$ cat src/freq_profile_pkg.sv
`default_nettype none
package freq_profile_pkg;

  // ----------------------------------------------------------------
  // Bus geometry
  // ----------------------------------------------------------------
  localparam int ADR_W  = 10;
  localparam int DAT_W  = 32;
  localparam int SEL_W  = 4;
  localparam int BYTE_W = 8;

  // ----------------------------------------------------------------
  // Register indices (byte address = index * 4)
  // ----------------------------------------------------------------
  localparam logic [7:0] IDX_REF_MODE_LO      = 8'h65;
  localparam logic [7:0] IDX_REF_MODE_HI      = 8'h66;
  localparam logic [7:0] IDX_A_MULT_LO        = 8'h67;
  localparam logic [7:0] IDX_A_MULT_HI        = 8'h68;
  localparam logic [7:0] IDX_A_LOW_LIM_LO     = 8'h6B;
  localparam logic [7:0] IDX_A_LOW_LIM_HI     = 8'h6C;
  localparam logic [7:0] IDX_A_HIGH_LIM_LO    = 8'h6D;
  localparam logic [7:0] IDX_A_HIGH_LIM_HI    = 8'h6E;
  localparam logic [7:0] IDX_A_CYCLE_COUNT    = 8'h6F;
  localparam logic [7:0] IDX_A_PRESCALE       = 8'h70;
  localparam logic [7:0] IDX_B_MULT_LO        = 8'h71;
  localparam logic [7:0] IDX_B_MULT_HI        = 8'h72;

  // ----------------------------------------------------------------
  // Fields and reset values
  // ----------------------------------------------------------------
  localparam logic [7:0] RST_BYTE     = 8'h00;
  localparam logic [5:0] RST_MULT_HI  = 6'h00;
  localparam int         MULT_HI_W    = 6;
  localparam int         MULT_W       = 14;
  localparam int         LIMIT_W      = 16;
  localparam int         WIN_W        = 9;
  localparam int         PRESCALE_BIT = 0;
  localparam int         NUM_REFS     = 8;
  localparam int         MODE_W       = 2;
  localparam logic [1:0] QUARTER_LAST = 2'h3;

  typedef enum logic [1:0] {
    MODE_AUTO     = 2'h0,
    MODE_CUSTOM_A = 2'h1,
    MODE_CUSTOM_B = 2'h2,
    MODE_RESERVED = 2'h3
  } freq_mode_t;

endpackage
`default_nettype wire

$ cat src/freq_profile_regs.sv
// Contract
// Profile A low limit is 16 bits; its own byte register gives bits 15:8.
// Profile A high limit is 16 bits from two bytes: 7:0 then 15:8.
// Window cycle field holds cycles minus one; monitor uses value plus one.
// Prescale bit set divides profile A reference by four before measuring.
// Software should enable prescale above 19.44 MHz; advisory only.
// Profile B frequency is 14 bits of 8 kHz: low byte, then bits 5:0.
// Profile A frequency is 14 bits of 8 kHz: low byte, then bits 5:0.
// Per-reference 2-bit mode: 0 auto, 1 profile A, 2 profile B, 3 reserved.
// Reserved bits of prescale and multiplier high bytes reset and read zero.
//
// Added by the designer: the Wishbone interface to the registers.
`timescale 1ns/1ps
`default_nettype none
module freq_profile_regs
  import freq_profile_pkg::*;
(
  // Clock and reset
  input  wire logic                                  clk,
  input  wire logic                                  resetn,
  // Wishbone classic slave
  input  wire logic                                  wb_cyc_i,
  input  wire logic                                  wb_stb_i,
  input  wire logic                                  wb_we_i,
  input  wire logic [freq_profile_pkg::ADR_W-1:0]    wb_adr_i,
  input  wire logic [freq_profile_pkg::SEL_W-1:0]    wb_sel_i,
  input  wire logic [freq_profile_pkg::DAT_W-1:0]    wb_dat_i,
  output var  logic [freq_profile_pkg::DAT_W-1:0]    wb_dat_o,
  output var  logic                                  wb_ack_o,
  // Profile values to the monitor
  output var  logic [freq_profile_pkg::LIMIT_W-1:0]  prof_a_low_limit,
  output var  logic [freq_profile_pkg::LIMIT_W-1:0]  prof_a_high_limit,
  output var  logic [freq_profile_pkg::WIN_W-1:0]    prof_a_window_len,
  output var  logic                                  prof_a_quarter_prescale,
  output var  logic [freq_profile_pkg::MULT_W-1:0]   prof_a_multiplier,
  output var  logic [freq_profile_pkg::MULT_W-1:0]   prof_b_multiplier,
  // Per-reference profile selection and measurement edges
  input  wire logic [freq_profile_pkg::NUM_REFS-1:0] ref_edge,
  output var  logic [freq_profile_pkg::NUM_REFS-1:0] ref_use_a,
  output var  logic [freq_profile_pkg::NUM_REFS-1:0] ref_use_b,
  output var  logic [freq_profile_pkg::NUM_REFS-1:0] mon_edge
);
  import freq_profile_pkg::*;

  // ----------------------------------------------------------------
  // Storage
  // ----------------------------------------------------------------
  logic [2*BYTE_W-1:0]  mode_r;
  logic [BYTE_W-1:0]    a_mult_lo_r;
  logic [MULT_HI_W-1:0] a_mult_hi_r;
  logic [BYTE_W-1:0]    a_low_lo_r;
  logic [BYTE_W-1:0]    a_low_hi_r;
  logic [BYTE_W-1:0]    a_high_lo_r;
  logic [BYTE_W-1:0]    a_high_hi_r;
  logic [BYTE_W-1:0]    a_cycle_r;
  logic                 a_div_r;
  logic [BYTE_W-1:0]    b_mult_lo_r;
  logic [MULT_HI_W-1:0] b_mult_hi_r;
  logic [WIN_W-1:0]     win_len_r;
  logic                 ack_r;
  logic [DAT_W-1:0]     rdata_r;

  // ----------------------------------------------------------------
  // Bus decode
  // ----------------------------------------------------------------
  // Ack comes one edge after the request and drops the edge after, so a
  // held request is answered only on every second edge.
  wire       req     = wb_cyc_i && wb_stb_i;
  wire       ack_nxt = req && !ack_r;
  wire       wr_en   = ack_nxt && wb_we_i && wb_sel_i[0];
  wire [7:0] idx     = wb_adr_i[9:2];
  wire [7:0] wbyte   = wb_dat_i[7:0];

  wire we_mode_lo = wr_en && (idx == IDX_REF_MODE_LO);
  wire we_mode_hi = wr_en && (idx == IDX_REF_MODE_HI);
  wire we_amlo    = wr_en && (idx == IDX_A_MULT_LO);
  wire we_amhi    = wr_en && (idx == IDX_A_MULT_HI);
  wire we_allo    = wr_en && (idx == IDX_A_LOW_LIM_LO);
  wire we_alhi    = wr_en && (idx == IDX_A_LOW_LIM_HI);
  wire we_ahlo    = wr_en && (idx == IDX_A_HIGH_LIM_LO);
  wire we_ahhi    = wr_en && (idx == IDX_A_HIGH_LIM_HI);
  wire we_acyc    = wr_en && (idx == IDX_A_CYCLE_COUNT);
  wire we_adiv    = wr_en && (idx == IDX_A_PRESCALE);
  wire we_bmlo    = wr_en && (idx == IDX_B_MULT_LO);
  wire we_bmhi    = wr_en && (idx == IDX_B_MULT_HI);

  // Unmapped indices read zero and ignore writes
  wire [7:0] rbyte =
    (idx == IDX_REF_MODE_LO)   ? mode_r[7:0]                    :
    (idx == IDX_REF_MODE_HI)   ? mode_r[15:8]                   :
    (idx == IDX_A_MULT_LO)     ? a_mult_lo_r                    :
    (idx == IDX_A_MULT_HI)     ? {2'h0, a_mult_hi_r}            :
    (idx == IDX_A_LOW_LIM_LO)  ? a_low_lo_r                     :
    (idx == IDX_A_LOW_LIM_HI)  ? a_low_hi_r                     :
    (idx == IDX_A_HIGH_LIM_LO) ? a_high_lo_r                    :
    (idx == IDX_A_HIGH_LIM_HI) ? a_high_hi_r                    :
    (idx == IDX_A_CYCLE_COUNT) ? a_cycle_r                      :
    (idx == IDX_A_PRESCALE)    ? {7'h00, a_div_r}               :
    (idx == IDX_B_MULT_LO)     ? b_mult_lo_r                    :
    (idx == IDX_B_MULT_HI)     ? {2'h0, b_mult_hi_r}            :
                                 RST_BYTE;

  wire [DAT_W-1:0] rdata_nxt = ack_nxt ? {24'h000000, rbyte} : 32'h00000000;

  // ----------------------------------------------------------------
  // Register file
  // ----------------------------------------------------------------
  always_ff @(posedge clk) begin
    if (!resetn) begin
      ack_r   <= 1'b0;
      rdata_r <= 32'h00000000;
    end else begin
      ack_r   <= ack_nxt;
      rdata_r <= rdata_nxt;
    end
  end

  always_ff @(posedge clk) begin
    if (!resetn) begin
      mode_r      <= 16'h0000;
      a_mult_lo_r <= RST_BYTE;
      a_mult_hi_r <= RST_MULT_HI;
      a_low_lo_r  <= RST_BYTE;
      a_low_hi_r  <= RST_BYTE;
      a_high_lo_r <= RST_BYTE;
      a_high_hi_r <= RST_BYTE;
      a_cycle_r   <= RST_BYTE;
      a_div_r     <= 1'b0;
      b_mult_lo_r <= RST_BYTE;
      b_mult_hi_r <= RST_MULT_HI;
    end else begin
      if (we_mode_lo) mode_r[7:0]  <= wbyte;
      if (we_mode_hi) mode_r[15:8] <= wbyte;
      if (we_amlo)    a_mult_lo_r  <= wbyte;
      if (we_amhi)    a_mult_hi_r  <= wbyte[MULT_HI_W-1:0];
      if (we_allo)    a_low_lo_r   <= wbyte;
      if (we_alhi)    a_low_hi_r   <= wbyte;
      if (we_ahlo)    a_high_lo_r  <= wbyte;
      if (we_ahhi)    a_high_hi_r  <= wbyte;
      if (we_acyc)    a_cycle_r    <= wbyte;
      if (we_adiv)    a_div_r      <= wbyte[PRESCALE_BIT];
      if (we_bmlo)    b_mult_lo_r  <= wbyte;
      if (we_bmhi)    b_mult_hi_r  <= wbyte[MULT_HI_W-1:0];
    end
  end

  // Stored value is cycles minus one; a zero still means one cycle
  always_ff @(posedge clk) begin
    if (!resetn) win_len_r <= 9'h001;
    else         win_len_r <= {1'b0, a_cycle_r} + 9'h001;
  end

  assign wb_ack_o                = ack_r;
  assign wb_dat_o                = rdata_r;
  assign prof_a_low_limit        = {a_low_hi_r, a_low_lo_r};
  assign prof_a_high_limit       = {a_high_hi_r, a_high_lo_r};
  assign prof_a_window_len       = win_len_r;
  assign prof_a_quarter_prescale = a_div_r;
  assign prof_a_multiplier       = {a_mult_hi_r, a_mult_lo_r};
  assign prof_b_multiplier       = {b_mult_hi_r, b_mult_lo_r};

  // ----------------------------------------------------------------
  // Per-reference selection and quarter prescaler
  // ----------------------------------------------------------------
  // The prescaler counter runs only for profile A references; a mode change
  // restarts it so the first window after a change is not short.
  logic [1:0] qcnt_r [NUM_REFS];

  for (genvar g = 0; g < NUM_REFS; g++) begin : g_ref
    wire [1:0] mode_g = mode_r[2*g+1:2*g];
    wire       sel_a  = (mode_g == MODE_CUSTOM_A);
    wire       sel_b  = (mode_g == MODE_CUSTOM_B);
    wire       quart  = sel_a && a_div_r;
    wire       pass   = quart ? (ref_edge[g] && (qcnt_r[g] == QUARTER_LAST))
                              : ref_edge[g];

    always_ff @(posedge clk) begin
      if (!resetn) begin
        ref_use_a[g] <= 1'b0;
        ref_use_b[g] <= 1'b0;
        mon_edge[g]  <= 1'b0;
        qcnt_r[g]    <= 2'h0;
      end else begin
        ref_use_a[g] <= sel_a;
        ref_use_b[g] <= sel_b;
        mon_edge[g]  <= pass;
        if (!quart)           qcnt_r[g] <= 2'h0;
        else if (ref_edge[g]) qcnt_r[g] <= qcnt_r[g] + 2'h1;
      end
    end
  end

  // ----------------------------------------------------------------
  // Checks
  // ----------------------------------------------------------------
  AST_LOW_LIMIT_HI: assert property (@(posedge clk) disable iff (!resetn)
    we_alhi |=> prof_a_low_limit[15:8] == $past(wb_dat_i[7:0]))
    else $error("low limit upper byte not taken");
  AST_HIGH_LIMIT_LO: assert property (@(posedge clk) disable iff (!resetn)
    we_ahlo |=> (prof_a_high_limit[7:0] == $past(wb_dat_i[7:0]))
                && $stable(prof_a_high_limit[15:8]))
    else $error("high limit lower byte not taken");
  AST_WINDOW_LEN: assert property (@(posedge clk) disable iff (!resetn)
    we_acyc |=> ##1 prof_a_window_len == {1'b0, $past(wb_dat_i[7:0], 2)} + 9'h001)
    else $error("window length not cycles plus one");
  AST_QUARTER_PASS: assert property (@(posedge clk) disable iff (!resetn)
    (ref_edge[0] && !g_ref[0].quart) |=> mon_edge[0])
    else $error("undivided edge lost");
  AST_QUARTER_DIV: assert property (@(posedge clk) disable iff (!resetn)
    (g_ref[0].quart && ref_edge[0] && qcnt_r[0] != QUARTER_LAST) |=> !mon_edge[0])
    else $error("prescaled edge passed early");
  AST_B_MULT_HI: assert property (@(posedge clk) disable iff (!resetn)
    we_bmhi |=> prof_b_multiplier[13:8] == $past(wb_dat_i[5:0]))
    else $error("profile B multiplier high bits wrong");
  AST_A_MULT_LO: assert property (@(posedge clk) disable iff (!resetn)
    we_amlo |=> prof_a_multiplier[7:0] == $past(wb_dat_i[7:0]))
    else $error("profile A multiplier low byte wrong");
  AST_MODE_SELECT: assert property (@(posedge clk) disable iff (!resetn)
    we_mode_hi && (wb_dat_i[7:6] == 2'h3) |=> ##1 !ref_use_a[7] && !ref_use_b[7])
    else $error("reserved mode selected a profile");
  AST_RESERVED_ZERO: assert property (@(posedge clk) disable iff (!resetn)
    (ack_nxt && !wb_we_i && (idx == IDX_A_PRESCALE || idx == IDX_B_MULT_HI))
      |=> wb_ack_o && (wb_dat_o[31:6] == 26'h0) && (idx != IDX_A_PRESCALE
          || wb_dat_o[5:1] == 5'h00))
    else $error("reserved bits read nonzero");

  COV_WRITE:   cover property (@(posedge clk) disable iff (!resetn) wr_en ##1 wb_ack_o);
  COV_READ:    cover property (@(posedge clk) disable iff (!resetn)
    ack_nxt && !wb_we_i ##1 wb_ack_o);
  COV_QUARTER: cover property (@(posedge clk) disable iff (!resetn)
    g_ref[0].quart && mon_edge[0]);
  COV_USE_B:   cover property (@(posedge clk) disable iff (!resetn) ref_use_b[0]);

endmodule
`default_nettype wire

$ cat config.mk
export PLATFORM = sky130hd
export DESIGN_NAME = freq_profile_regs
export DESIGN_NICKNAME = d
export VERILOG_FILES = /design/src/freq_profile_pkg.sv /design/src/freq_profile_regs.sv
export SDC_FILE = /design/constraint.sdc
export NUM_CORES = 1
export LEC_CHECK = 0
export ABC_CLOCK_PERIOD_IN_PS = 2170
export BUFFER_PORTS_ARGS = -buffer_cell sky130_fd_sc_hd__buf_2
export CORE_MARGIN = 5
export CORE_UTILIZATION = 50
export CTS_CLUSTER_DIAMETER = 30
export DETAILED_ROUTE_END_ITERATION = 10
export PLACE_DENSITY = 0.77
export SYNTH_ARGS = -nofsm -noshare
export SYNTH_HDL_FRONTEND = slang
export SYNTH_SLANG_ARGS = --single-unit
$ cat constraint.sdc
create_clock -name clk -period 2.17 [get_ports clk]
set_clock_uncertainty 0.05 [all_clocks]
set_input_delay 0.217 -clock clk [delete_from_list [all_inputs] [get_ports clk]]
set_output_delay 0.217 -clock clk [all_outputs]
set_load 0.01 [all_outputs]
---- Word level (Yosys, flattened, before mapping) ----
Memory sizes are Yosys's and may differ from the RTL's.
Index checks and enable logic that the tools add are counted.
storage, ports and cells
  bits in writable memories ............... 16
  register bits ........................... 151
  output and inout port bits .............. 127
  input port bits ......................... 59
  memories kept ........................... 1
  logic and storage cells ................. 229
cells by class
  multiplexer cells ....................... 93
  reduce and logical (&&, ||, !) cells .... 34
  bitwise logic cells ..................... 16
  $add $sub $neg .......................... 9
  eq/ne operators ......................... 36
memory list
  name    words  width  read ports  clocked after Yosys merged registers in  wr ports  RTL line                  source
  qcnt_r  8      2      8           0                                        8         freq_profile_regs.sv:167  logic [1:0] qcnt_r [NUM_REFS];
operator list
  cell                   count
  $eq A8 B7 Y1 const B   12
  $mux W8                11
  $mux W1                65
  $eq A2 B2 Y1 const B   16
  $logic_and A1 B1 Y1    32
  $mux W2                16
  $add A2 B1 Y2 const B  8
  $eq A2 B1 Y1 const B   8
  $or A1 B1 Y1           16
  $add A8 B1 Y9 const B  1
  $mux W6                1
  $reduce_and A2 Y1      1
  $logic_not A1 Y1       1

---- Depth between registers and ports, before layout ----
  depth in word-level cells ............... 13
  gate-level depth with buffers ........... 8
  gate-level depth less buffers ........... 5

---- Least setup slack after synthesis ----
No wires, ideal clock.
  path type ............................... reg-to-reg
  from .................................... reg ack_r (netlist: wb_ack_o)
  to ...................................... reg a_mult_hi_r[0]
  setup slack ............................. 443 ps
  data arrival time ....................... 1,561 ps
  data required time ...................... 2,004 ps
  cell stages (with the launch flop) ...... 8
  path through ............................ dfxtp_1 > and3b_1 > and3_1 > clkbuf_1 > nor4bb_1 > buf_2 > mux2i_1 > nor2b_1
on the way
  word-level cells in the longest chain between the ends .. 5
ends and longest elaborated chain
  item                               RTL line                  source
  start, declared                    freq_profile_regs.sv:60   logic ack_r;
  start signal, assigned             freq_profile_regs.sv:113  ack_r <= ack_nxt;
  $logic_not A1 Y1                   freq_profile_regs.sv:69   wire ack_nxt = req && !ack_r;
  $logic_and A1 B1 Y1                freq_profile_regs.sv:69
  $logic_and A1 B1 Y1 (2 in series)  freq_profile_regs.sv:70   wire wr_en = ack_nxt && wb_we_i && wb_sel_i[0];
  $logic_and A1 B1 Y1                freq_profile_regs.sv:77   wire we_amhi = wr_en && (idx == IDX_A_MULT_HI);
  end signal, assigned               freq_profile_regs.sv:135  if (we_amhi) a_mult_hi_r <= wbyte[MULT_HI_W-1:0];
  end, declared                      freq_profile_regs.sv:50   logic [MULT_HI_W-1:0] a_mult_hi_r;
Every way passes these cells.
A chain may end at the register's enable or synchronous reset.

---- Worst setup path in the final report ----
Ends and elaborated chain as after synthesis.

==> run metrics <==
crit path max fanout 6; hpwl dp 12.8 mm; Antenna Violating Nets Remaining 0; Worst R2R Path Depth 6; final hold viol count 0; ys flop type dfxtp_1; Setup violations, final 0; power consumption 6.15 mW; row cnt 42; Mapped Cells 676; total CTS buffers 17; Post-synth ARST share 0%; routed wire length 18.1 mm; GP Congestion 0.978; Setup CP Type reg2reg; synth-to-layout area growth 21.1%; filler cell count 1104; worst endpoint required time 2.44 ns; Pre-antenna DRT Iters 5; post-layout util 61.5%; PortBufs 132; synth warn 0; global route overflow 0; PostCTS Resize Cnt 0; Pwr per Cell Area 761 mW/mm2; H-tree levels 4; clock buffer depth 2; Via density 5.40; Slew headroom 60.6%; Tmin final 1.84 ns; Mapped Area 0.00667 mm2; Horiz. Die Dim 126 um; Ports 186; initial DRC count 430; RSZ-0062 raised after global routing false; Net count, final 867; fmax 542 MHz; Post-Layout Cell Count 988; number of diodes 0; Die Area 0.0158 mm2; Placed Cells 950; CTS clk-pin slew, worst paths 0.06 ns; largest net degree at the start of global routing 119; DIE HEIGHT 126 um; Avg Cell Area, Syn 9.87 um2; average wire per standard cell 18.3 um; Slew Limit Fails 0; register area share after synthesis 45.3%; Post-synth EDFFs 16; Global Route Usage Sum 22.6%; initial antenna violation count 1; first-pass GRT wire length 28.0 mm; Yosys reg bits 143; Core ar. 0.0131 mm2; CP Data Arrival Time 2.11 ns; Initial Util 50.8%; share of the synthesized area in the top cell type 38.1%; hold path depth 3; CTS tree yes; largest cells by area after synthesis dfxtp_1, mux2i_1, nor2b_1, edfxtp_1, buf_4; period utilisation layout 85.0%; clock sinks 143; Worst-Skew Late Latency 0.43 ns; share of cells above drive strength 1 23.8%; Setup crit end kind register; area leader, netlist dfxtp_1; worst vdd rail ir drop 0.452 mV; Worst-Margin Slew 0.590 ns; Post-CTS Setup Bufs 0; max-cap viol count 0; Critical Path Source Type register; total negative slack 0 ns; Worst Hold Class in2reg; count of cell types in the netlist 57; Root Buffer clkbuf_16; number of global-route vias before repair 5224; status finished clean; detailed-route via count 5332; Leakage Power 3.87 nW; Residual DRC 0
==> power by group <==
group	internal [mW]	switching [mW]	leakage, nW
sequential	2.68	0.00268	1.22
combinational	0.106	0.188	2.34
clock	2.09	1.09	0.316
==> worst paths after layout <==
check                          start                     endpoint  slack [ns]
max              wb_ack_o$_SDFF_PN0_  a_mult_hi_r[0]$_SDFFE_PN0P_        0.33
min                      ref_edge[5]       mon_edge[5]$_SDFF_PN0_        0.01
max reg2reg      wb_ack_o$_SDFF_PN0_  a_mult_hi_r[0]$_SDFFE_PN0P_        0.33
min reg2reg  mode_r[14]$_SDFFE_PN0P_      ref_use_b[7]$_SDFF_PN0_        0.40
==> synthesized netlist by cell type (4+ instances only) <==
cell and count:
ha_1 9, nand3_1 16, inv_1 19, and3_1 6, dfxtp_1 127, edfxtp_1 16, and2_1 19, a21boi_0 8
a22oi_1 8, nand3b_1 10, o22ai_1 7, buf_2 12, mux2i_1 83, nand3_2 7, o21ai_0 11, nor2b_1 91
a21o_1 4, clkbuf_1 29, nor2_1 29, a22o_1 8, a21oi_1 7, nand2_1 53, nand2b_1 8, buf_4 28
a31oi_1 11
==> layout by cell type (no fill, tap or decap), types with 7 or more instances in the layout <==
master	n
inv_1	19
dfxtp_1	127
nand2_1	53
a31oi_1	11
ha_1	9
a22o_1	8
o21ai_0	11
a21oi_1	7
and2_1	19
nor2b_1	91
buf_4	12
edfxtp_1	16
buf_2	132
clkbuf_16	18
nor2_1	29
conb_1	24
mux2i_1	83
nand3b_1	10
nand2b_1	8
a22oi_1	8
a21boi_0	8
nand3_2	7
nand3_1	16
o22ai_1	7
==> routing by layer <==
layer	track usage, %	share of wire, %
met1	27.7	42
met2	37.5	48
met3	6.06	7.6
met4	9.25	2.8
met5	0	0.061
==> area by class of cell <==
type	instances	area (um2)	share of cell area, %
tap	176	220	2.73
timing repair buffer	152	851	10.5
multi-input combinational	466	3260	40.4
clock inverter	8	150	1.86
sequential	143	3020	37.4
clock buffer	24	503	6.22
inverter	19	71.3	0.883
==> cells by family after synthesis <==
logic type	count (synthesis)	share of synthesized area, %
AO/OA/AOI/OAI	85	9.21
XOR/XNOR	6	0.788
adder cells (fa/ha/maj)	9	1.69
buffers and inverters	90	7.09
flip-flops	143	45.3
multiplexers	87	13.5
other	1	0.0562
AND/OR/NAND/NOR	255	22.4
==> per-stage QoR <==
step / cell area, um2 / hold WS, ns / worst slack, ns
2_1_floorplan: 6760 / 0.283 / 0.443
3_3_place_gp: 7370 / 0.388 / 0.229
3_5_place_dp: 7370 / 0.393 / 0.199
4_1_cts: 8080 / 0.00392 / 0.332
5_1_grt: 8080 / 0.00920 / 0.196
6_report: 8080 / 0.0128 / 0.326
==> critical path, stage by stage (launching register included) <==
cell and delay, ns:
dfxtp_1 0.31, and3b_1 0.22, and3_1 0.27, nor4bb_1 0.36, buf_4 0.24, mux2i_1 0.21
nor2b_1 0.07
==> repair_timing <==
action                                  4_1_cts  5_1_grt
hold endpoints to repair                      6        0
hold buffers                                  6        0
endpoints found under the setup margin        0        0
Note: power is estimated with default switching activity, not from simulation.
